===== config.mk =====
export PLATFORM = sky130hd
export DESIGN_NAME = mas_alu_skip_table
export DESIGN_NICKNAME = d
export VERILOG_FILES = /design/src/include/mas_pkg.sv /design/src/include/mas_sub_if.sv /design/src/hdl/mas_subtractor.sv /design/src/hdl/mas_alu_skip_table.sv
export SDC_FILE = /design/constraint.sdc
export NUM_CORES = 1
export LEC_CHECK = 0
export ABC_AREA = 0
export BUFFER_PORTS_ARGS = -buffer_cell sky130_fd_sc_hd__buf_4
export CORE_MARGIN = 2
export CORE_UTILIZATION = 53
export DETAILED_ROUTE_END_ITERATION = 6
export PLACE_DENSITY = 0.89
export SYNTH_ARGS = -nofsm -noshare
export SYNTH_HDL_FRONTEND = slang
export SYNTH_SLANG_ARGS = --single-unit

===== constraint.sdc =====
create_clock -name CLK_SYS -period 4.01 [get_ports CLK_SYS]
set_clock_uncertainty 0.2 [all_clocks]
set_input_delay 0.2005 -clock CLK_SYS [delete_from_list [all_inputs] [get_ports CLK_SYS]]
set_output_delay 0.2005 -clock CLK_SYS [all_outputs]
set_load 0.01 [all_outputs]

===== src/include/mas_pkg.sv =====
// Shared widths, reset values, operation codes and sequencer states for the skip/table datapath.
package mas_pkg;

  localparam int          DATA_W      = 8;
  localparam int          PROG_AW     = 13;
  localparam int          PROG_DW     = 16;
  localparam int          PAGE_W      = 5;
  localparam int          BIT_SEL_W   = 3;
  localparam int          NIB_W       = 4;
  localparam int          SIGN_POS    = 7;
  localparam int          LSB_POS     = 0;
  localparam logic [7:0]  BYTE_ONES   = 8'hFF;
  localparam logic [7:0]  BYTE_ZERO   = 8'h00;
  localparam logic [7:0]  BYTE_ONE    = 8'h01;
  localparam logic [7:0]  WORK_RESET  = 8'h00;
  localparam logic [7:0]  PTR_RESET   = 8'h00;
  localparam logic [7:0]  LATCH_RESET = 8'h00;
  localparam logic [12:0] PADDR_RESET = 13'h0000;
  localparam logic [4:0]  LAST_PAGE   = 5'h1F;
  localparam logic        FLAG_RESET  = 1'b0;
  localparam int          SKIP_CYCLES = 2;
  localparam int          TBL_CYCLES  = 2;

  // Operation codes; the bit forms of skip and set use the bit select port.
  typedef enum logic [4:0] {
    OP_NONE,
    OP_ROTATE_RIGHT_THRU_CARRY_TO_WORKING,
    OP_SUBTRACT_BORROW_REG,
    OP_SUBTRACT_BORROW_TO_MEMORY,
    OP_SUBTRACT_REG,
    OP_SUBTRACT_TO_MEMORY,
    OP_DECREMENT_SKIP_NULL,
    OP_DECREMENT_SKIP_NULL_TO_WORKING,
    OP_INCREMENT_SKIP_NULL,
    OP_INCREMENT_SKIP_NULL_TO_WORKING,
    OP_SKIP_NONNULL,
    OP_SKIP_NONNULL_BIT,
    OP_SKIP_ON_NULL,
    OP_SKIP_ON_NULL_BIT,
    OP_COPY_SKIP_ON_NULL,
    OP_SET_ALL,
    OP_SET_BIT,
    OP_NIBBLE_SWAP,
    OP_NIBBLE_EXCHANGE_TO_WORKING,
    OP_PROGRAM_WORD_FETCH,
    OP_LAST_PAGE_WORD_FETCH,
    OP_POINTER_BUMP_WORD_FETCH,
    OP_POINTER_BUMP_LAST_PAGE_FETCH,
    OP_EXCLUSIVE_OR_REG,
    OP_EXCLUSIVE_OR_TO_MEMORY
  } mas_op_e;

  typedef enum logic [1:0] {
    ST_IDLE,
    ST_DUMMY,
    ST_TBL_WAIT
  } mas_state_e;

endpackage


===== src/include/mas_sub_if.sv =====
// Operand and result bundle between the datapath and its subtractor.
`timescale 1ns/1ps
interface mas_sub_if;
  logic [7:0] minuend;
  logic [7:0] subtrahend;
  logic       carry_in;
  logic       use_carry;
  logic [7:0] diff;
  logic       carry_out;
  logic       nib_carry;
  logic       overflow;

  modport calc (input minuend, input subtrahend, input carry_in, input use_carry,
                output diff, output carry_out, output nib_carry, output overflow);
  modport user (output minuend, output subtrahend, output carry_in, output use_carry,
                input diff, input carry_out, input nib_carry, input overflow);
endinterface


===== src/hdl/mas_subtractor.sv =====
// Eight-bit subtractor with borrow-in and carry, nibble carry and overflow outputs.
`timescale 1ns/1ps
module mas_subtractor (
  input wire logic clk_sys,
  input wire logic rst_b,
  mas_sub_if.calc  sub
);

  logic       borrow_in;
  logic [8:0] wide_diff;
  logic [4:0] nib_diff;

  // Carry set means no borrow, so the borrow term is the inverted carry.
  assign borrow_in     = sub.use_carry & ~sub.carry_in;
  assign wide_diff     = {1'b0, sub.minuend} - {1'b0, sub.subtrahend} - {8'h00, borrow_in};
  assign nib_diff      = {1'b0, sub.minuend[3:0]} - {1'b0, sub.subtrahend[3:0]} - {4'h0, borrow_in};
  assign sub.diff      = wide_diff[7:0];
  assign sub.carry_out = ~wide_diff[8];
  assign sub.nib_carry = ~nib_diff[4];
  assign sub.overflow  = (sub.minuend[7] ^ sub.subtrahend[7]) & (sub.minuend[7] ^ wide_diff[7]);

  a_sub_carry_sense: assert property (
    @(posedge clk_sys) disable iff (!rst_b)
    sub.carry_out == ({1'b0, sub.minuend} >= ({1'b0, sub.subtrahend} + {8'h00, borrow_in})))
    else $error("subtract carry does not match borrow sense");

  a_sub_difference: assert property (
    @(posedge clk_sys) disable iff (!rst_b)
    (sub.diff + sub.subtrahend + {7'h00, borrow_in}) == sub.minuend)
    else $error("subtract difference is wrong");

endmodule


===== src/hdl/mas_alu_skip_table.sv =====
// Datapath for rotate, subtract, skip, set, swap, table read and exclusive-or operations.
`timescale 1ns/1ps
// Operation
// - Rotate right through carry into working register
// - Subtract operand and inverted carry into working
// - Carry clear on negative, set otherwise
// - Subtracts update all six arithmetic flags
// - Memory forms store difference into memory
// - Plain subtract ignores carry, result to working
// - Decrement memory, write back, skip on zero
// - Decrement into working, skip on zero
// - Increment memory, write back, skip on zero
// - Increment into working, skip on zero
// - Skipping instruction takes two cycles
// - Skip when byte or bit nonzero
// - Skip when byte zero, flags untouched
// - Copy byte to working, skip if zero
// - Bit form skips when bit is zero
// - Set writes all ones or one bit
// - Nibble swap memory in place
// - Nibble swap into working, memory kept
// - Table read via both pointers
// - Table read from last page, low pointer
// - Bump low pointer before table read
// - Exclusive-or to working or memory, null flag
module mas_alu_skip_table (
  input  wire logic                 CLK_SYS,
  input  wire logic                 RST_B,
  input  wire logic                 OP_VALID,
  input  wire mas_pkg::mas_op_e     OP_CODE,
  input  wire logic                 USE_IMM,
  input  wire logic [7:0]           IMM_DATA,
  input  wire logic [2:0]           BIT_SEL,
  input  wire logic [7:0]           MEM_ADDR_IN,
  input  wire logic [7:0]           MEM_RDATA,
  input  wire logic [15:0]          PROG_RDATA,
  input  wire logic                 CARRY_LOAD,
  input  wire logic                 CARRY_WDATA,
  input  wire logic                 WORK_LOAD,
  input  wire logic [7:0]           WORK_WDATA,
  input  wire logic                 PTR_LOW_LOAD,
  input  wire logic                 PTR_HIGH_LOAD,
  input  wire logic [7:0]           PTR_WDATA,
  output logic                      READY,
  output logic [7:0]                WORK_REG,
  output logic                      BORROW_OUT_FLAG,
  output logic                      SIGNED_RANGE_FLAG,
  output logic                      RESULT_NULL_FLAG,
  output logic                      NIBBLE_BORROW_FLAG,
  output logic                      SIGNED_BORROW_FLAG,
  output logic                      CHAINED_NULL_FLAG,
  output logic                      MEM_WE,
  output logic [7:0]                MEM_WADDR,
  output logic [7:0]                MEM_WDATA,
  output logic                      SKIP,
  output logic                      PROG_RD,
  output logic [12:0]               PROG_ADDR,
  output logic [7:0]                TBL_PTR_LOW,
  output logic [7:0]                TBL_PTR_HIGH,
  output logic [7:0]                TBL_HIGH_LATCH
);

  mas_pkg::mas_state_e state_q;
  mas_pkg::mas_state_e state_d;
  logic [7:0]  work_q;
  logic        carry_q;
  logic        range_q;
  logic        null_q;
  logic        nib_q;
  logic        sbor_q;
  logic        cnull_q;
  logic        mem_we_q;
  logic [7:0]  mem_waddr_q;
  logic [7:0]  mem_wdata_q;
  logic        skip_q;
  logic        prog_rd_q;
  logic [12:0] prog_addr_q;
  logic [7:0]  ptr_low_q;
  logic [7:0]  ptr_high_q;
  logic [7:0]  latch_q;

  logic        take;
  logic        imm_sel;
  logic [7:0]  operand;
  logic [7:0]  rot_val;
  logic [7:0]  dec_val;
  logic [7:0]  inc_val;
  logic [7:0]  swap_val;
  logic [7:0]  bit_mask;
  logic        bit_on;
  logic        byte_null;
  logic [7:0]  xor_val;
  logic [7:0]  ptr_low_next;
  logic [12:0] tbl_addr;
  logic        tbl_wait;
  logic [7:0]  res;
  logic        wr_work;
  logic        wr_mem;
  logic        skip_hit;
  logic        upd_sub;
  logic        upd_null;
  logic        upd_rot;
  logic        use_carry;
  logic        tbl_op;
  logic        tbl_bump;
  logic        tbl_last;

  mas_sub_if sub_bus ();

  mas_subtractor u_sub (
    .clk_sys (CLK_SYS),
    .rst_b   (RST_B),
    .sub     (sub_bus.calc)
  );

  // True for the forms whose subtrahend or mixing operand may be immediate data.
  function automatic logic takes_imm(input mas_pkg::mas_op_e op);
    takes_imm = (op == mas_pkg::OP_SUBTRACT_BORROW_REG) || (op == mas_pkg::OP_SUBTRACT_REG) ||
                (op == mas_pkg::OP_EXCLUSIVE_OR_REG);
  endfunction

  // True for the subtract family, with or without carry.
  function automatic logic is_subtract(input mas_pkg::mas_op_e op);
    is_subtract = (op == mas_pkg::OP_SUBTRACT_BORROW_REG) || (op == mas_pkg::OP_SUBTRACT_BORROW_TO_MEMORY) ||
                  (op == mas_pkg::OP_SUBTRACT_REG) || (op == mas_pkg::OP_SUBTRACT_TO_MEMORY);
  endfunction

  assign take      = OP_VALID & READY;
  assign READY     = (state_q == mas_pkg::ST_IDLE);
  assign tbl_wait  = (state_q == mas_pkg::ST_TBL_WAIT);
  assign imm_sel   = USE_IMM & takes_imm(OP_CODE);
  assign operand   = imm_sel ? IMM_DATA : MEM_RDATA;
  assign rot_val   = {carry_q, MEM_RDATA[7:1]};
  assign dec_val   = MEM_RDATA - mas_pkg::BYTE_ONE;
  assign inc_val   = MEM_RDATA + mas_pkg::BYTE_ONE;
  assign swap_val  = {MEM_RDATA[3:0], MEM_RDATA[7:4]};
  assign bit_mask  = mas_pkg::BYTE_ONE << BIT_SEL;
  assign bit_on    = (MEM_RDATA & bit_mask) != mas_pkg::BYTE_ZERO;
  assign byte_null = (MEM_RDATA == mas_pkg::BYTE_ZERO);
  assign xor_val   = work_q ^ operand;

  assign sub_bus.minuend    = work_q;
  assign sub_bus.subtrahend = operand;
  assign sub_bus.carry_in   = carry_q;
  assign sub_bus.use_carry  = use_carry;

  // The pointer bump is folded into the address so the read sees the updated pointer.
  assign ptr_low_next = tbl_bump ? (ptr_low_q + mas_pkg::BYTE_ONE) : ptr_low_q;
  assign tbl_addr     = tbl_last ? {mas_pkg::LAST_PAGE, ptr_low_next}
                                 : {ptr_high_q[mas_pkg::PAGE_W-1:0], ptr_low_next};

  always_comb begin
    res       = mas_pkg::BYTE_ZERO;
    wr_work   = 1'b0;
    wr_mem    = 1'b0;
    skip_hit  = 1'b0;
    upd_sub   = 1'b0;
    upd_null  = 1'b0;
    upd_rot   = 1'b0;
    use_carry = 1'b0;
    tbl_op    = 1'b0;
    tbl_bump  = 1'b0;
    tbl_last  = 1'b0;
    case (OP_CODE)
      mas_pkg::OP_ROTATE_RIGHT_THRU_CARRY_TO_WORKING: begin
        res     = rot_val;
        wr_work = 1'b1;
        upd_rot = 1'b1;
      end
      mas_pkg::OP_SUBTRACT_BORROW_REG: begin
        res       = sub_bus.diff;
        wr_work   = 1'b1;
        upd_sub   = 1'b1;
        use_carry = 1'b1;
      end
      mas_pkg::OP_SUBTRACT_BORROW_TO_MEMORY: begin
        res       = sub_bus.diff;
        wr_mem    = 1'b1;
        upd_sub   = 1'b1;
        use_carry = 1'b1;
      end
      mas_pkg::OP_SUBTRACT_REG: begin
        res     = sub_bus.diff;
        wr_work = 1'b1;
        upd_sub = 1'b1;
      end
      mas_pkg::OP_SUBTRACT_TO_MEMORY: begin
        res     = sub_bus.diff;
        wr_mem  = 1'b1;
        upd_sub = 1'b1;
      end
      mas_pkg::OP_DECREMENT_SKIP_NULL: begin
        res      = dec_val;
        wr_mem   = 1'b1;
        skip_hit = (dec_val == mas_pkg::BYTE_ZERO);
      end
      mas_pkg::OP_DECREMENT_SKIP_NULL_TO_WORKING: begin
        res      = dec_val;
        wr_work  = 1'b1;
        skip_hit = (dec_val == mas_pkg::BYTE_ZERO);
      end
      mas_pkg::OP_INCREMENT_SKIP_NULL: begin
        res      = inc_val;
        wr_mem   = 1'b1;
        skip_hit = (inc_val == mas_pkg::BYTE_ZERO);
      end
      mas_pkg::OP_INCREMENT_SKIP_NULL_TO_WORKING: begin
        res      = inc_val;
        wr_work  = 1'b1;
        skip_hit = (inc_val == mas_pkg::BYTE_ZERO);
      end
      mas_pkg::OP_SKIP_NONNULL:     skip_hit = ~byte_null;
      mas_pkg::OP_SKIP_NONNULL_BIT: skip_hit = bit_on;
      mas_pkg::OP_SKIP_ON_NULL:     skip_hit = byte_null;
      mas_pkg::OP_SKIP_ON_NULL_BIT: skip_hit = ~bit_on;
      mas_pkg::OP_COPY_SKIP_ON_NULL: begin
        res      = MEM_RDATA;
        wr_work  = 1'b1;
        skip_hit = byte_null;
      end
      mas_pkg::OP_SET_ALL: begin
        res    = mas_pkg::BYTE_ONES;
        wr_mem = 1'b1;
      end
      mas_pkg::OP_SET_BIT: begin
        res    = MEM_RDATA | bit_mask;
        wr_mem = 1'b1;
      end
      mas_pkg::OP_NIBBLE_SWAP: begin
        res    = swap_val;
        wr_mem = 1'b1;
      end
      mas_pkg::OP_NIBBLE_EXCHANGE_TO_WORKING: begin
        res     = swap_val;
        wr_work = 1'b1;
      end
      mas_pkg::OP_PROGRAM_WORD_FETCH:   tbl_op = 1'b1;
      mas_pkg::OP_LAST_PAGE_WORD_FETCH: begin
        tbl_op   = 1'b1;
        tbl_last = 1'b1;
      end
      mas_pkg::OP_POINTER_BUMP_WORD_FETCH: begin
        tbl_op   = 1'b1;
        tbl_bump = 1'b1;
      end
      mas_pkg::OP_POINTER_BUMP_LAST_PAGE_FETCH: begin
        tbl_op   = 1'b1;
        tbl_bump = 1'b1;
        tbl_last = 1'b1;
      end
      mas_pkg::OP_EXCLUSIVE_OR_REG: begin
        res      = xor_val;
        wr_work  = 1'b1;
        upd_null = 1'b1;
      end
      mas_pkg::OP_EXCLUSIVE_OR_TO_MEMORY: begin
        res      = xor_val;
        wr_mem   = 1'b1;
        upd_null = 1'b1;
      end
      default: ;
    endcase
  end

  // A taken skip inserts one dummy cycle; a table read waits one cycle for program data.
  always_comb begin
    state_d = state_q;
    case (state_q)
      mas_pkg::ST_IDLE: begin
        if (take && skip_hit) begin
          state_d = mas_pkg::ST_DUMMY;
        end else if (take && tbl_op) begin
          state_d = mas_pkg::ST_TBL_WAIT;
        end
      end
      mas_pkg::ST_DUMMY:    state_d = mas_pkg::ST_IDLE;
      mas_pkg::ST_TBL_WAIT: state_d = mas_pkg::ST_IDLE;
      default:              state_d = mas_pkg::ST_IDLE;
    endcase
  end

  always_ff @(posedge CLK_SYS or negedge RST_B) begin
    if (!RST_B) begin
      state_q <= mas_pkg::ST_IDLE;
    end else begin
      state_q <= state_d;
    end
  end

  // An instruction result takes priority over a direct load in the same cycle.
  always_ff @(posedge CLK_SYS or negedge RST_B) begin
    if (!RST_B) begin
      work_q <= mas_pkg::WORK_RESET;
    end else if (take && wr_work) begin
      work_q <= res;
    end else if (WORK_LOAD) begin
      work_q <= WORK_WDATA;
    end
  end

  always_ff @(posedge CLK_SYS or negedge RST_B) begin
    if (!RST_B) begin
      carry_q <= mas_pkg::FLAG_RESET;
      range_q <= mas_pkg::FLAG_RESET;
      nib_q   <= mas_pkg::FLAG_RESET;
      sbor_q  <= mas_pkg::FLAG_RESET;
      cnull_q <= mas_pkg::FLAG_RESET;
    end else if (take && upd_sub) begin
      carry_q <= sub_bus.carry_out;
      range_q <= sub_bus.overflow;
      nib_q   <= sub_bus.nib_carry;
      sbor_q  <= ~(sub_bus.overflow ^ sub_bus.diff[mas_pkg::SIGN_POS]);
      cnull_q <= (sub_bus.diff == mas_pkg::BYTE_ZERO) & (cnull_q | ~use_carry);
    end else if (take && upd_rot) begin
      carry_q <= MEM_RDATA[mas_pkg::LSB_POS];
    end else if (CARRY_LOAD) begin
      carry_q <= CARRY_WDATA;
    end
  end

  always_ff @(posedge CLK_SYS or negedge RST_B) begin
    if (!RST_B) begin
      null_q <= mas_pkg::FLAG_RESET;
    end else if (take && (upd_sub || upd_null)) begin
      null_q <= (res == mas_pkg::BYTE_ZERO);
    end
  end

  // Memory write port: one pulse per write, address held from the taking edge.
  always_ff @(posedge CLK_SYS or negedge RST_B) begin
    if (!RST_B) begin
      mem_we_q    <= 1'b0;
      mem_waddr_q <= mas_pkg::BYTE_ZERO;
      mem_wdata_q <= mas_pkg::BYTE_ZERO;
      skip_q      <= 1'b0;
    end else begin
      mem_we_q    <= (take && wr_mem) || tbl_wait;
      mem_waddr_q <= take ? MEM_ADDR_IN : mem_waddr_q;
      mem_wdata_q <= tbl_wait ? PROG_RDATA[7:0] : (take ? res : mem_wdata_q);
      skip_q      <= take && skip_hit;
    end
  end

  always_ff @(posedge CLK_SYS or negedge RST_B) begin
    if (!RST_B) begin
      prog_rd_q   <= 1'b0;
      prog_addr_q <= mas_pkg::PADDR_RESET;
      latch_q     <= mas_pkg::LATCH_RESET;
    end else begin
      prog_rd_q   <= take && tbl_op;
      prog_addr_q <= (take && tbl_op) ? tbl_addr : prog_addr_q;
      latch_q     <= tbl_wait ? PROG_RDATA[15:8] : latch_q;
    end
  end

  always_ff @(posedge CLK_SYS or negedge RST_B) begin
    if (!RST_B) begin
      ptr_low_q  <= mas_pkg::PTR_RESET;
      ptr_high_q <= mas_pkg::PTR_RESET;
    end else begin
      ptr_low_q  <= (take && tbl_op) ? ptr_low_next : (PTR_LOW_LOAD ? PTR_WDATA : ptr_low_q);
      ptr_high_q <= PTR_HIGH_LOAD ? PTR_WDATA : ptr_high_q;
    end
  end

  assign WORK_REG           = work_q;
  assign BORROW_OUT_FLAG    = carry_q;
  assign SIGNED_RANGE_FLAG  = range_q;
  assign RESULT_NULL_FLAG   = null_q;
  assign NIBBLE_BORROW_FLAG = nib_q;
  assign SIGNED_BORROW_FLAG = sbor_q;
  assign CHAINED_NULL_FLAG  = cnull_q;
  assign MEM_WE             = mem_we_q;
  assign MEM_WADDR          = mem_waddr_q;
  assign MEM_WDATA          = mem_wdata_q;
  assign SKIP               = skip_q;
  assign PROG_RD            = prog_rd_q;
  assign PROG_ADDR          = prog_addr_q;
  assign TBL_PTR_LOW        = ptr_low_q;
  assign TBL_PTR_HIGH       = ptr_high_q;
  assign TBL_HIGH_LATCH     = latch_q;

  a_rotate_carry_work: assert property (
    @(posedge CLK_SYS) disable iff (!RST_B)
    take && (OP_CODE == mas_pkg::OP_ROTATE_RIGHT_THRU_CARRY_TO_WORKING)
    |=> WORK_REG == {$past(carry_q), $past(MEM_RDATA[7:1])} && carry_q == $past(MEM_RDATA[0]) && !MEM_WE)
    else $error("rotate through carry gave wrong working value or carry");

  a_borrow_sub_work: assert property (
    @(posedge CLK_SYS) disable iff (!RST_B)
    take && (OP_CODE == mas_pkg::OP_SUBTRACT_BORROW_REG)
    |=> WORK_REG == ($past(work_q) - $past(operand) - {7'h00, ~$past(carry_q)}))
    else $error("subtract with borrow gave wrong working value");

  a_sub_flag_null: assert property (
    @(posedge CLK_SYS) disable iff (!RST_B)
    take && is_subtract(OP_CODE) |=> RESULT_NULL_FLAG == ($past(res) == 8'h00) && BORROW_OUT_FLAG == $past(sub_bus.carry_out))
    else $error("subtract flags not updated from result");

  a_sub_memory_form: assert property (
    @(posedge CLK_SYS) disable iff (!RST_B)
    take && ((OP_CODE == mas_pkg::OP_SUBTRACT_TO_MEMORY) || (OP_CODE == mas_pkg::OP_SUBTRACT_BORROW_TO_MEMORY))
    |=> MEM_WE && MEM_WDATA == $past(sub_bus.diff) && WORK_REG == $past(work_q))
    else $error("memory subtract did not store into memory only");

  a_decrement_skip: assert property (
    @(posedge CLK_SYS) disable iff (!RST_B)
    take && (OP_CODE == mas_pkg::OP_DECREMENT_SKIP_NULL)
    |=> MEM_WE && MEM_WDATA == $past(MEM_RDATA) - 8'h01 && SKIP == (MEM_WDATA == 8'h00) && $stable(RESULT_NULL_FLAG))
    else $error("decrement and skip misbehaved");

  a_skip_two_cycles: assert property (
    @(posedge CLK_SYS) disable iff (!RST_B)
    SKIP |-> !READY ##1 READY)
    else $error("skip did not take exactly one dummy cycle");

  a_skip_null_test: assert property (
    @(posedge CLK_SYS) disable iff (!RST_B)
    take && (OP_CODE == mas_pkg::OP_SKIP_ON_NULL) |=> SKIP == ($past(MEM_RDATA) == 8'h00) && !MEM_WE)
    else $error("skip on null decided wrongly");

  a_set_all_ones: assert property (
    @(posedge CLK_SYS) disable iff (!RST_B)
    take && (OP_CODE == mas_pkg::OP_SET_ALL) |=> MEM_WE && MEM_WDATA == 8'hFF && $stable(BORROW_OUT_FLAG))
    else $error("set did not write all ones");

  a_table_read_seq: assert property (
    @(posedge CLK_SYS) disable iff (!RST_B)
    take && tbl_op |=> PROG_RD && !MEM_WE ##1 MEM_WE && MEM_WDATA == $past(PROG_RDATA[7:0])
    && TBL_HIGH_LATCH == $past(PROG_RDATA[15:8]))
    else $error("table read sequence broken");

  a_pointer_bump: assert property (
    @(posedge CLK_SYS) disable iff (!RST_B)
    take && (OP_CODE == mas_pkg::OP_POINTER_BUMP_LAST_PAGE_FETCH)
    |=> TBL_PTR_LOW == $past(ptr_low_q) + 8'h01 && PROG_ADDR == {5'h1F, TBL_PTR_LOW})
    else $error("pointer bump or last page address wrong");

  c_skip_taken: cover property (@(posedge CLK_SYS) disable iff (!RST_B) SKIP);
  c_table_done: cover property (@(posedge CLK_SYS) disable iff (!RST_B) PROG_RD ##1 MEM_WE);
  c_sub_negative: cover property (@(posedge CLK_SYS) disable iff (!RST_B)
    take && upd_sub && !sub_bus.carry_out);

endmodule


==> impl_metrics.tcl, run 1 <==
set metrics [dict create \
    status "completed" \
    slowest_stage "or4b_4" \
    cts.sinks 72 \
    fp.coreArea_um2 9060 \
    n_antenna_cell 0 \
    rsz0062_at_grt "false" \
    multi_input_area_um2 2810 \
    mostFrequentLayoutCells "buf_4, dfrtp_1, nand2_1" \
    path_cells "buf_4 > or4b_4 > o22ai_4 > buf_4 > mux2_2 > ha_1 > inv_1 > ha_1 > nor3_1 > a211oi_1 > xor2_1 > a211o_1 > a211oi_2 > and3_1 > a32o_1" \
    stdcell_area_um2 6730 \
    syn_to_final_growth_pct 37.9 \
    pin_count 144 \
    finalCriticalPeriod_ns 3.70 \
    grt_pass1_wl_mm 26.9 \
    grt_pass1_vias 4960 \
    top_layer_used "met4" \
    dr_wl_met3_mm 1.41 \
    synth-edff-count 0 \
    async_flop_share_pct 100 \
    nets 816 \
    fillerInstances 606 \
    dr_wl_met2_mm 8.57 \
    vias_per_cell 6.17 \
    antenna_found_initial 0 \
    drive_gt1_share_pct 29.4 \
    grt_usage_pct 34.8 \
    final_common_cell "buf_4" \
    synth-seq-cells 72 \
    syn_area_um2 4880 \
    period_share_pct 92.3 \
    endpoint_kind "flop" \
    cts_buffers 9 \
    worstPathArrival_ns 3.80 \
    synth_fp_nets 636 \
    place_hpwl_mm 11.2 \
    synth_cells 543 \
    yosys_most_used_dff "dfrtp_1" \
    firstDrtPassIters 6 \
    required_ns 4.11 \
    place_area_um2 6050 \
    met1Wirelength_mm 6.72 \
    cp_max_fo 7 \
    worst_pin_slew_ns 0.901 \
    h-tree-depth 3 \
    ant_nets 0 \
    report.final.slew_viol_count 0 \
    clock_latency_ns 0.37 \
    setup_viol 0 \
    relSlewSlack_pct 39.9 \
    tns_ns 0 \
    clk_pin_slew_ns 0.08 \
    cts_resized 0 \
    yosysWarnings 0 \
    dieWidth_um 100 \
    overflow 0 \
    row_count 35 \
    grt_max_degree 73 \
    postSynthAreaPerCell_um2 8.99 \
    post-route-drc-count 0 \
    start_util_pct 53.8 \
    io_buffers 143 \
    critical_path_class "primary input to flop" \
    finalHoldViolations 0 \
    seqCellArea_um2 1800 \
    wl_per_cell_um 20.7 \
    cts_buffer_depth 2 \
    max_freq_mhz 270 \
    die_area_um2 9990 \
    floorplan.die.height_um 100 \
    wirelength_mm 17.4 \
    dr_total_vias 5178 \
    min_path_type "primary input to flop" \
    yosysSeqAreaShare_pct 36.9 \
    cts_tree "done" \
    cap_violations 0 \
    drt_iter0_markers 561 \
    post_cts_buffers 0 \
    vdd.ir_drop.worst_uv 211 \
    slowest_delay_ns 0.54 \
    cp-start-kind "primary input" \
    p_leak_nw 3.15 \
    gp_congestion 0.929 \
    ys_types 75 \
    p_per_area_nw_per_um2 401 \
    clock-root-buffer "clkbuf_8" \
]
-- layout make-up --
class	instances	share of cell area [%]
Sequential cell	72	26.8
Multi-Input combinational cell	408	41.8
Clock buffer	10	1.90
Tap cell	111	2.06
Clock inverter	6	1.38
Timing Repair Buffer	205	24.6
Inverter	27	1.51
-- path summary, 6_finish.rpt --
path / startpoint / endpoint / slack [ns] / depth (start not counted)
worst max register to register: BORROW_OUT_FLAG / RESULT_NULL_FLAG / 0.61 / 11
min in group asynchronous: RST_B / PROG_ADDR[0] / 0.31 / 2
max in group asynchronous: RST_B / TBL_HIGH_LATCH[5] / 2.71 / 2
worst min-delay path: PTR_HIGH_LOAD / TBL_PTR_HIGH[6] / 0.01 / 2
worst max-delay path: OP_CODE[0] / RESULT_NULL_FLAG / 0.31 / 15
worst min register to register: MEM_WADDR[6] / MEM_WADDR[6] / 0.29 / 2
-- stage by stage --
stage	hold slack (ns)	util, %	power [mW]	worst slack (ns)	std cells
6_report	0.0139	74.2	2.70	0.310	839
3_3_place_gp	0.165	66.7	1.92	0.0566	777
3_5_place_dp	0.180	66.7	1.95	0.00372	777
4_1_cts	0.00526	74.2	2.63	0.361	839
5_1_grt	0.00937	74.2	2.82	0.225	839
2_1_floorplan	-0.295	-	1.49	0.177	543
-- worst max-delay path, delay by kind of cell --
kind | cells | cell delay (ns)
mux | 1 | 0.34
simple gates | 3 | 0.79
compound gates | 5 | 1.31
xor+xnor | 1 | 0.16
fa+ha+maj | 2 | 0.62
buf+inv | 3 | 0.37
-- metal layers --
layer	track usage, %	up-vias
met5	0	-
met4	13.6	0
met3	6.27	64
met2	59.1	331
met1	44.4	2446
li1	-	2337
-- cell usage after synthesis (4+ instances only) --
cell / instances / area share, %
nor4_1: 5 / 0.64
buf_2: 6 / 0.62
mux2i_1: 4 / 0.82
nand2b_1: 6 / 0.77
a211o_1: 6 / 1.1
and3_1: 5 / 0.64
nor3b_1: 4 / 0.62
a22oi_1: 9 / 1.4
inv_1: 26 / 2.0
nor2b_1: 4 / 0.51
xor2_1: 15 / 2.7
a221oi_1: 6 / 1.1
a211oi_1: 11 / 1.7
buf_1: 4 / 0.31
a21oi_1: 28 / 2.9
o22ai_1: 5 / 0.64
nor4b_1: 4 / 0.72
a221o_1: 6 / 1.2
nor2_1: 45 / 3.5
ha_1: 18 / 4.6
a21o_1: 5 / 0.77
clkbuf_1: 23 / 1.8
nor3_1: 11 / 1.1
nand2_1: 68 / 5.2
mux2_2: 22 / 5.1
dfrtp_1: 72 / 37
o21ai_0: 39 / 4.0
nand3_1: 8 / 0.82
xnor2_1: 11 / 2.0
-- logic make-up (layout without fill, tap and decap cells) --
family	after synthesis	count (layout)	synth area share (%)
XOR/XNOR	28	28	5.56
multiplexers	28	28	6.49
AND/OR/NAND/NOR	182	182	18.5
flip-flops	72	72	36.9
adder cells (fa/ha/maj)	20	20	5.44
AO/OA/AOI/OAI	150	150	21.6
buffers and inverters	63	248	5.46
-- what timing repair did --
item                                    CTS  global route
hold buffers                             46             0
endpoints found under the setup margin    0             0
endpoints found under the hold margin   119             0
-- registers in the layout (all words and copies together) (netlist names), 2 cells and up --
name / count
WORK_REG: 8
TBL_PTR_HIGH: 8
TBL_HIGH_LATCH: 8
MEM_WDATA: 8
state_q: 2
MEM_WADDR: 8
PROG_ADDR: 13
TBL_PTR_LOW: 8
-- report_power, final --
group | internal, mW | switching, mW | total, mW
logic | 0.506 | 0.543 | 1.05
clock network | 0.354 | 0.307 | 0.661
registers | 0.864 | 0.122 | 0.986
total | 1.72 | 0.972 | 2.70
Power figures use the tool's default switching activity.
==> inputs of run 2 (changes only) <==
--- a/config.mk
+++ b/config.mk
@@ -8,9 +8,10 @@
 export ABC_AREA = 0
 export BUFFER_PORTS_ARGS = -buffer_cell sky130_fd_sc_hd__buf_4
 export CORE_MARGIN = 2
-export CORE_UTILIZATION = 53
+export CORE_UTILIZATION = 54
 export DETAILED_ROUTE_END_ITERATION = 6
 export PLACE_DENSITY = 0.89
 export SYNTH_ARGS = -nofsm -noshare
 export SYNTH_HDL_FRONTEND = slang
+export SYNTH_HIERARCHICAL = 1
 export SYNTH_SLANG_ARGS = --single-unit
==> run 2 against run 1 <==
Utilization grew 1.2 points. Synthesized area is 10% higher. First-iteration DRC count is 16% higher. Sequential share of layout area decreased by 2.2 points. Sequential power hardly changed. Worst setup slack worse by 0.12 ns. Global-route usage up 6.0 points. Clock-buffer cell count decreased by 1. Clock power rose by 7.0%. Routed wire length is 28% higher.
==> impl_metrics.tcl, run 2 <==
set metrics [dict create \
    status "completed" \
    mostFrequentLayoutCells "buf_4, nand2_1, dfrtp_1" \
    worst_pin_slew_ns 1.02 \
    post-route-drc-count 0 \
    cts.sinks 72 \
    wirelength_mm 22.3 \
    worstPathArrival_ns 3.90 \
    dr_total_vias 6194 \
    synthAdderAreaFrac_pct 5.17 \
    seqCellArea_um2 1800 \
    dpl_worst_slack_ns -0.128 \
    top_layer_used "met4" \
    pin_count 144 \
    synthTopCellsByArea "dfrtp_1, nand2_1, o21ai_0" \
    synth_common_cells "nand2_1, dfrtp_1, o21ai_0, nor2_1, inv_1" \
    gp_congestion 1.07 \
    slowest_delay_ns 0.47 \
    dr_wl_met2_mm 10.6 \
    hold_slack_ns 0.0181 \
    row_count 36 \
    yosysSeqAreaShare_pct 33.5 \
    path_cells "buf_4 > xor2_1 > nand2_1 > a21oi_2 > buf_4 > mux2_2 > ha_1 > inv_1 > ha_1 > nand4_1 > a21oi_2 > a2111oi_4 > xnor2_1 > mux2_1 > xor2_1 > o21ai_0" \
    floorplan.die.height_um 104 \
    synth_top_family_by_area "simple AND/OR/NAND/NOR gates" \
    async_flop_share_pct 100 \
    grt_pass1_vias 6117 \
    endpoint_kind "flop" \
    clk_pin_slew_ns 0.09 \
    max_freq_mhz 261 \
    cp-start-kind "primary input" \
    yosys_most_used_dff "dfrtp_1" \
    finalHoldViolations 0 \
    cap_violations 0 \
    synth-compound-area-share_pct 21.9 \
    clock-root-buffer "clkbuf_8" \
    start_util_pct 55.2 \
    vias_per_cell 6.44 \
    report.final.slew_viol_count 0 \
    rsz0062_at_grt "false" \
    drive_gt1_share_pct 27.5 \
    cp_max_fo 10 \
    grt_usage_pct 40.8 \
    cp_num_buf_inv 3 \
    grt_max_degree 73 \
    synth-seq-cells 72 \
    min_path_type "primary input to flop" \
    syn_area_um2 5370 \
    grt_pass1_wl_mm 34.1 \
    period_share_pct 95.4 \
    final_common_cell "buf_4" \
    multi_input_area_um2 3240 \
    io_buffers 143 \
    post_cts_buffers 0 \
    fin_ws_ns 0.185 \
    cts_buffer_depth 2 \
    setup_viol 0 \
    synth-edff-count 0 \
    dieWidth_um 104 \
    nets 917 \
    synth.most_common_cell "nand2_1" \
    overflow 0 \
    cts_buffers 9 \
    h-tree-depth 3 \
    antenna_found_initial 1 \
    met1Wirelength_mm 7.88 \
    path_delay_family "XOR/XNOR gates" \
    clock_latency_ns 0.37 \
    place_hpwl_mm 14.3 \
    finalCriticalPeriod_ns 3.82 \
    required_ns 4.08 \
    fillerInstances 684 \
    fp.coreArea_um2 9730 \
    yosysWarnings 6 \
    synth-xor-area-share_pct 3.91 \
    relSlewSlack_pct 31.7 \
    die_area_um2 10800 \
    vdd.ir_drop.worst_uv 404 \
    synth_cells 637 \
    ys_types 75 \
    p_leak_nw 3.35 \
    slowest_stage "xnor2_1" \
    fin_util_pct 75.4 \
    drt_iter0_markers 651 \
    dr_wl_met3_mm 2.21 \
    largest_reg_flops 13 \
    total_power_mw 2.98 \
    postSynthAreaPerCell_um2 8.43 \
    syn_to_final_growth_pct 36.5 \
    cts_tree "done" \
    critical_path_class "primary input to flop" \
    p_per_area_nw_per_um2 407 \
    wl_per_cell_um 23.2 \
    synth_fp_nets 731 \
    synthMuxAreaShare_pct 6.52 \
    yosysTopAreaCell "dfrtp_1" \
    ant_nets 0 \
    synth_top_cell_area_share_pct 33.5 \
    firstDrtPassIters 7 \
    yosys.area_share.simple_pct 22.7 \
]
-- run 2: cell count changes in the layout (fill, tap and decap cells not counted), sizes merged, moves of 6 or more --
cell / before / now
o21ai: 40 / 55
nand2: 68 / 82
buf: 159 / 171
nand3: 8 / 20
nand4: 3 / 12
inv: 28 / 36
a31oi: 2 / 9
nor2b: 4 / 10
-- run 2: through the flow --
step / cells / setup TNS [ns] / cell area [um^2]
2_1_floorplan: 637 / 0 / 5380
6_report: 962 / 0 / 7330
3_5_place_dp: 896 / -0.277 / 6610
5_1_grt: 962 / 0 / 7330
3_3_place_gp: 896 / 0 / 6610
4_1_cts: 961 / 0 / 7330
-- run 2: area by class of cell --
type | count | area share [%]
Sequential cell | 72 | 24.6
Clock buffer | 9 | 1.69
Antenna cell | 1 | 0.0341
Multi-Input combinational cell | 487 | 44.2
Tap cell | 133 | 2.27
Timing Repair Buffer | 220 | 24.2
Clock inverter | 7 | 1.40
Inverter | 33 | 1.69
-- run 2: final timing paths --
kind | cells past startpoint | to | slack [ns] | startpoint
min in group asynchronous | 2 | TBL_HIGH_LATCH[7] | 0.29 | RST_B
max reg2reg | 14 | WORK_REG[5] | 0.46 | BORROW_OUT_FLAG
min reg2reg | 2 | MEM_WADDR[5] | 0.29 | MEM_WADDR[5]
max in group asynchronous | 2 | WORK_REG[5] | 2.72 | RST_B
max | 16 | SIGNED_BORROW_FLAG | 0.19 | OP_CODE[2]
min | 4 | WORK_REG[3] | 0.02 | WORK_WDATA[3]
-- run 2: per-layer routing --
| layer | vias to the layer above | track usage [%] |
|---|---|---|
| met2 | 480 | 68.3 |
| met5 | - | 0 |
| met1 | 2916 | 46.6 |
| met4 | 0 | 26.9 |
| li1 | 2682 | - |
| met3 | 116 | 9.88 |
-- run 2: power breakdown --
| part | internal (mW) | switching (mW) |
|---|---|---|
| registers | 0.866 | 0.148 |
| logic | 0.585 | 0.678 |
| clock network | 0.360 | 0.347 |
| total | 1.81 | 1.17 |
-- run 2: repair_timing --
| action | 4_1_cts | 5_1_grt |
|---|---|---|
| gates resized for setup | 0 | 1 |
| hold buffers | 49 | 0 |
| endpoints found under the hold margin | 117 | 0 |
| setup endpoints to repair | 0 | 3 |
-- run 2: worst min-delay path: stages --
cell and delay (ns):
buf_4 0.08, mux2i_1 0.05, nor2_1 0.09, a21o_1 0.11
-- run 2: logic make-up after synthesis --
logic type               after synthesis
AND/OR/NAND/NOR                      237
AO/OA/AOI/OAI                        173
buffers and inverters                 78
flip-flops                            72
multiplexers                          32
XOR/XNOR                              24
adder cells (fa/ha/maj)               21
==> inputs of run 3 (changes only) <==
--- a/config.mk
+++ b/config.mk
@@ -7,7 +7,7 @@
 export LEC_CHECK = 0
 export ABC_AREA = 0
 export BUFFER_PORTS_ARGS = -buffer_cell sky130_fd_sc_hd__buf_4
-export CORE_MARGIN = 2
+export CORE_MARGIN = 5
 export CORE_UTILIZATION = 54
 export DETAILED_ROUTE_END_ITERATION = 6
 export PLACE_DENSITY = 0.89
==> run 3 against run 2 <==
Non-clock buffer count increased by 6. Die area rose by 12%. Global-route usage decreased by 2.7 points. Via count increased by 0.89%. Clock-buffer cell count stayed put. Fmax increased by 1.0%. Largest cell class unchanged.
==> impl_metrics.tcl, run 3 (synthesis gave the netlist of run 2 again) <==
set metrics [dict create \
    antenna_found_initial 0 \
    post-route-drc-count 0 \
    report.final.slew_viol_count 0 \
    row_count 36 \
    vdd.ir_drop.worst_uv 357 \
    grt_pass1_wl_mm 34.7 \
    syn_to_final_growth_pct 36.8 \
    mostFrequentLayoutCells "buf_4, nand2_1, dfrtp_1" \
    overflow 0 \
    wirelength_mm 23.1 \
    crit_start "OP_CODE[1]" \
    critical_path_class "primary input to flop" \
    cp-start-kind "primary input" \
    cts_tree "done" \
    n_antenna_cell 0 \
    io_buffers 143 \
    hold_slack_ns 0.0241 \
    setup_viol 0 \
    largest_reg_flops 13 \
    fin_util_pct 75.5 \
    finalCriticalPeriod_ns 3.79 \
    clock-root-buffer "clkbuf_8" \
    rsz0062_at_grt "false" \
    cts_buffer_depth 2 \
    ant_nets 0 \
    wl_per_cell_um 23.9 \
    status "completed" \
    grt_pass1_vias 6169 \
    finalHoldViolations 0 \
    crit_end "SIGNED_BORROW_FLAG" \
    post_cts_buffers 0 \
    die_area_um2 12000 \
    cap_violations 0 \
    max_freq_mhz 264 \
    fp.coreArea_um2 9730 \
    p_leak_nw 3.35 \
    dr_total_vias 6249 \
    clock_latency_ns 0.37 \
    p_per_area_nw_per_um2 401 \
    drive_gt1_share_pct 28.2 \
    firstDrtPassIters 6 \
    grt_usage_pct 38.2 \
    worst_r2r_endpoint "RESULT_NULL_FLAG" \
    worst_pin_slew_ns 0.991 \
    dieWidth_um 110 \
    h-tree-depth 3 \
    grt_max_degree 73 \
    start_util_pct 55.2 \
    clk_pin_slew_ns 0.09 \
    crit-reg2reg-launch "BORROW_OUT_FLAG" \
    drt_iter0_markers 525 \
    relSlewSlack_pct 33.7 \
    cts.sinks 72 \
    worstPathArrival_ns 3.86 \
    final_common_cell "buf_4" \
    vias_per_cell 6.46 \
    nets 923 \
    cts_buffers 9 \
    total_power_mw 2.94 \
    endpoint_kind "flop" \
    gp_congestion 1.05 \
    reg2reg_slack_ns 0.42 \
    min_path_type "primary input to flop" \
    period_share_pct 94.4 \
    pin_count 144 \
    cp_max_fo 10 \
    place_hpwl_mm 14.7 \
    floorplan.die.height_um 110 \
    rr_worst_depth 14 \
    required_ns 4.09 \
]
[run 3: how the worst min path moves through the flow]
stage,start,end,slack (ns),depth (start not counted)
6_report,CARRY_WDATA,BORROW_OUT_FLAG,0.02,3
5_1_grt,CARRY_WDATA,BORROW_OUT_FLAG,0.05,3
4_1_cts,CARRY_WDATA,BORROW_OUT_FLAG,0.02,3
3_5_place_dp,RST_B,TBL_PTR_LOW[1],0.18,1
3_3_place_gp,RST_B,PROG_ADDR[1],0.16,1
2_1_floorplan,RST_B,BORROW_OUT_FLAG,-0.30,0
[run 3: where the power goes]
part           internal, mW  total (mW)  switching [mW]
combinational         0.626        1.32           0.690
sequential            0.865        1.02           0.159
clock                 0.238       0.604           0.366
[run 3: worst max-delay path: stages]
cell,delay (ns)
buf_4,0.13
xor2_1,0.20
nand2_1,0.07
a21oi_1,0.16
buf_4,0.16
buf_4,0.16
mux2_2,0.36
ha_1,0.27
inv_1,0.04
ha_1,0.34
a21oi_1,0.19
nor2_1,0.10
a2111oi_4,0.33
xnor2_1,0.30
buf_4,0.21
mux2_1,0.34
xor2_1,0.16
o21ai_0,0.15
[run 3: what timing repair did]
item / 4_1_cts / 5_1_grt
hold buffers: 50 / 0
endpoints found under the hold margin: 119 / 0
gates resized for setup: 0 / 5
endpoints found under the setup margin: 0 / 3
[run 3: stage by stage]
step | area (um^2) | setup TNS, ns | std cells | worst slack, ns
floorplan | 5380 | 0 | 637 | 0.0272
global placement | 6650 | -0.000351 | 901 | -0.000351
detailed placement | 6650 | -0.598 | 901 | -0.222
CTS | 7330 | 0 | 967 | 0.0814
global route | 7350 | 0 | 967 | 0.0194
finish | 7350 | 0 | 967 | 0.224
[run 3: metal layers]
layer	vias up	GRT usage (%)	share of wire [%]
met3	101	7.63	10
met2	465	63.4	49
met5	-	0	0
met1	2992	47.0	35
li1	2691	-	-
met4	0	19.5	5.4
[run 3: final cells by class]
cell class                 count  area, um^2
clock buffer                   9         124
clock inverter                 7        62.6
fill                         665        2380
inverter                      33         124
multi-input combinational    487        3250
sequential                    72        1800
tap                          133         166
timing repair buffer         226        1820
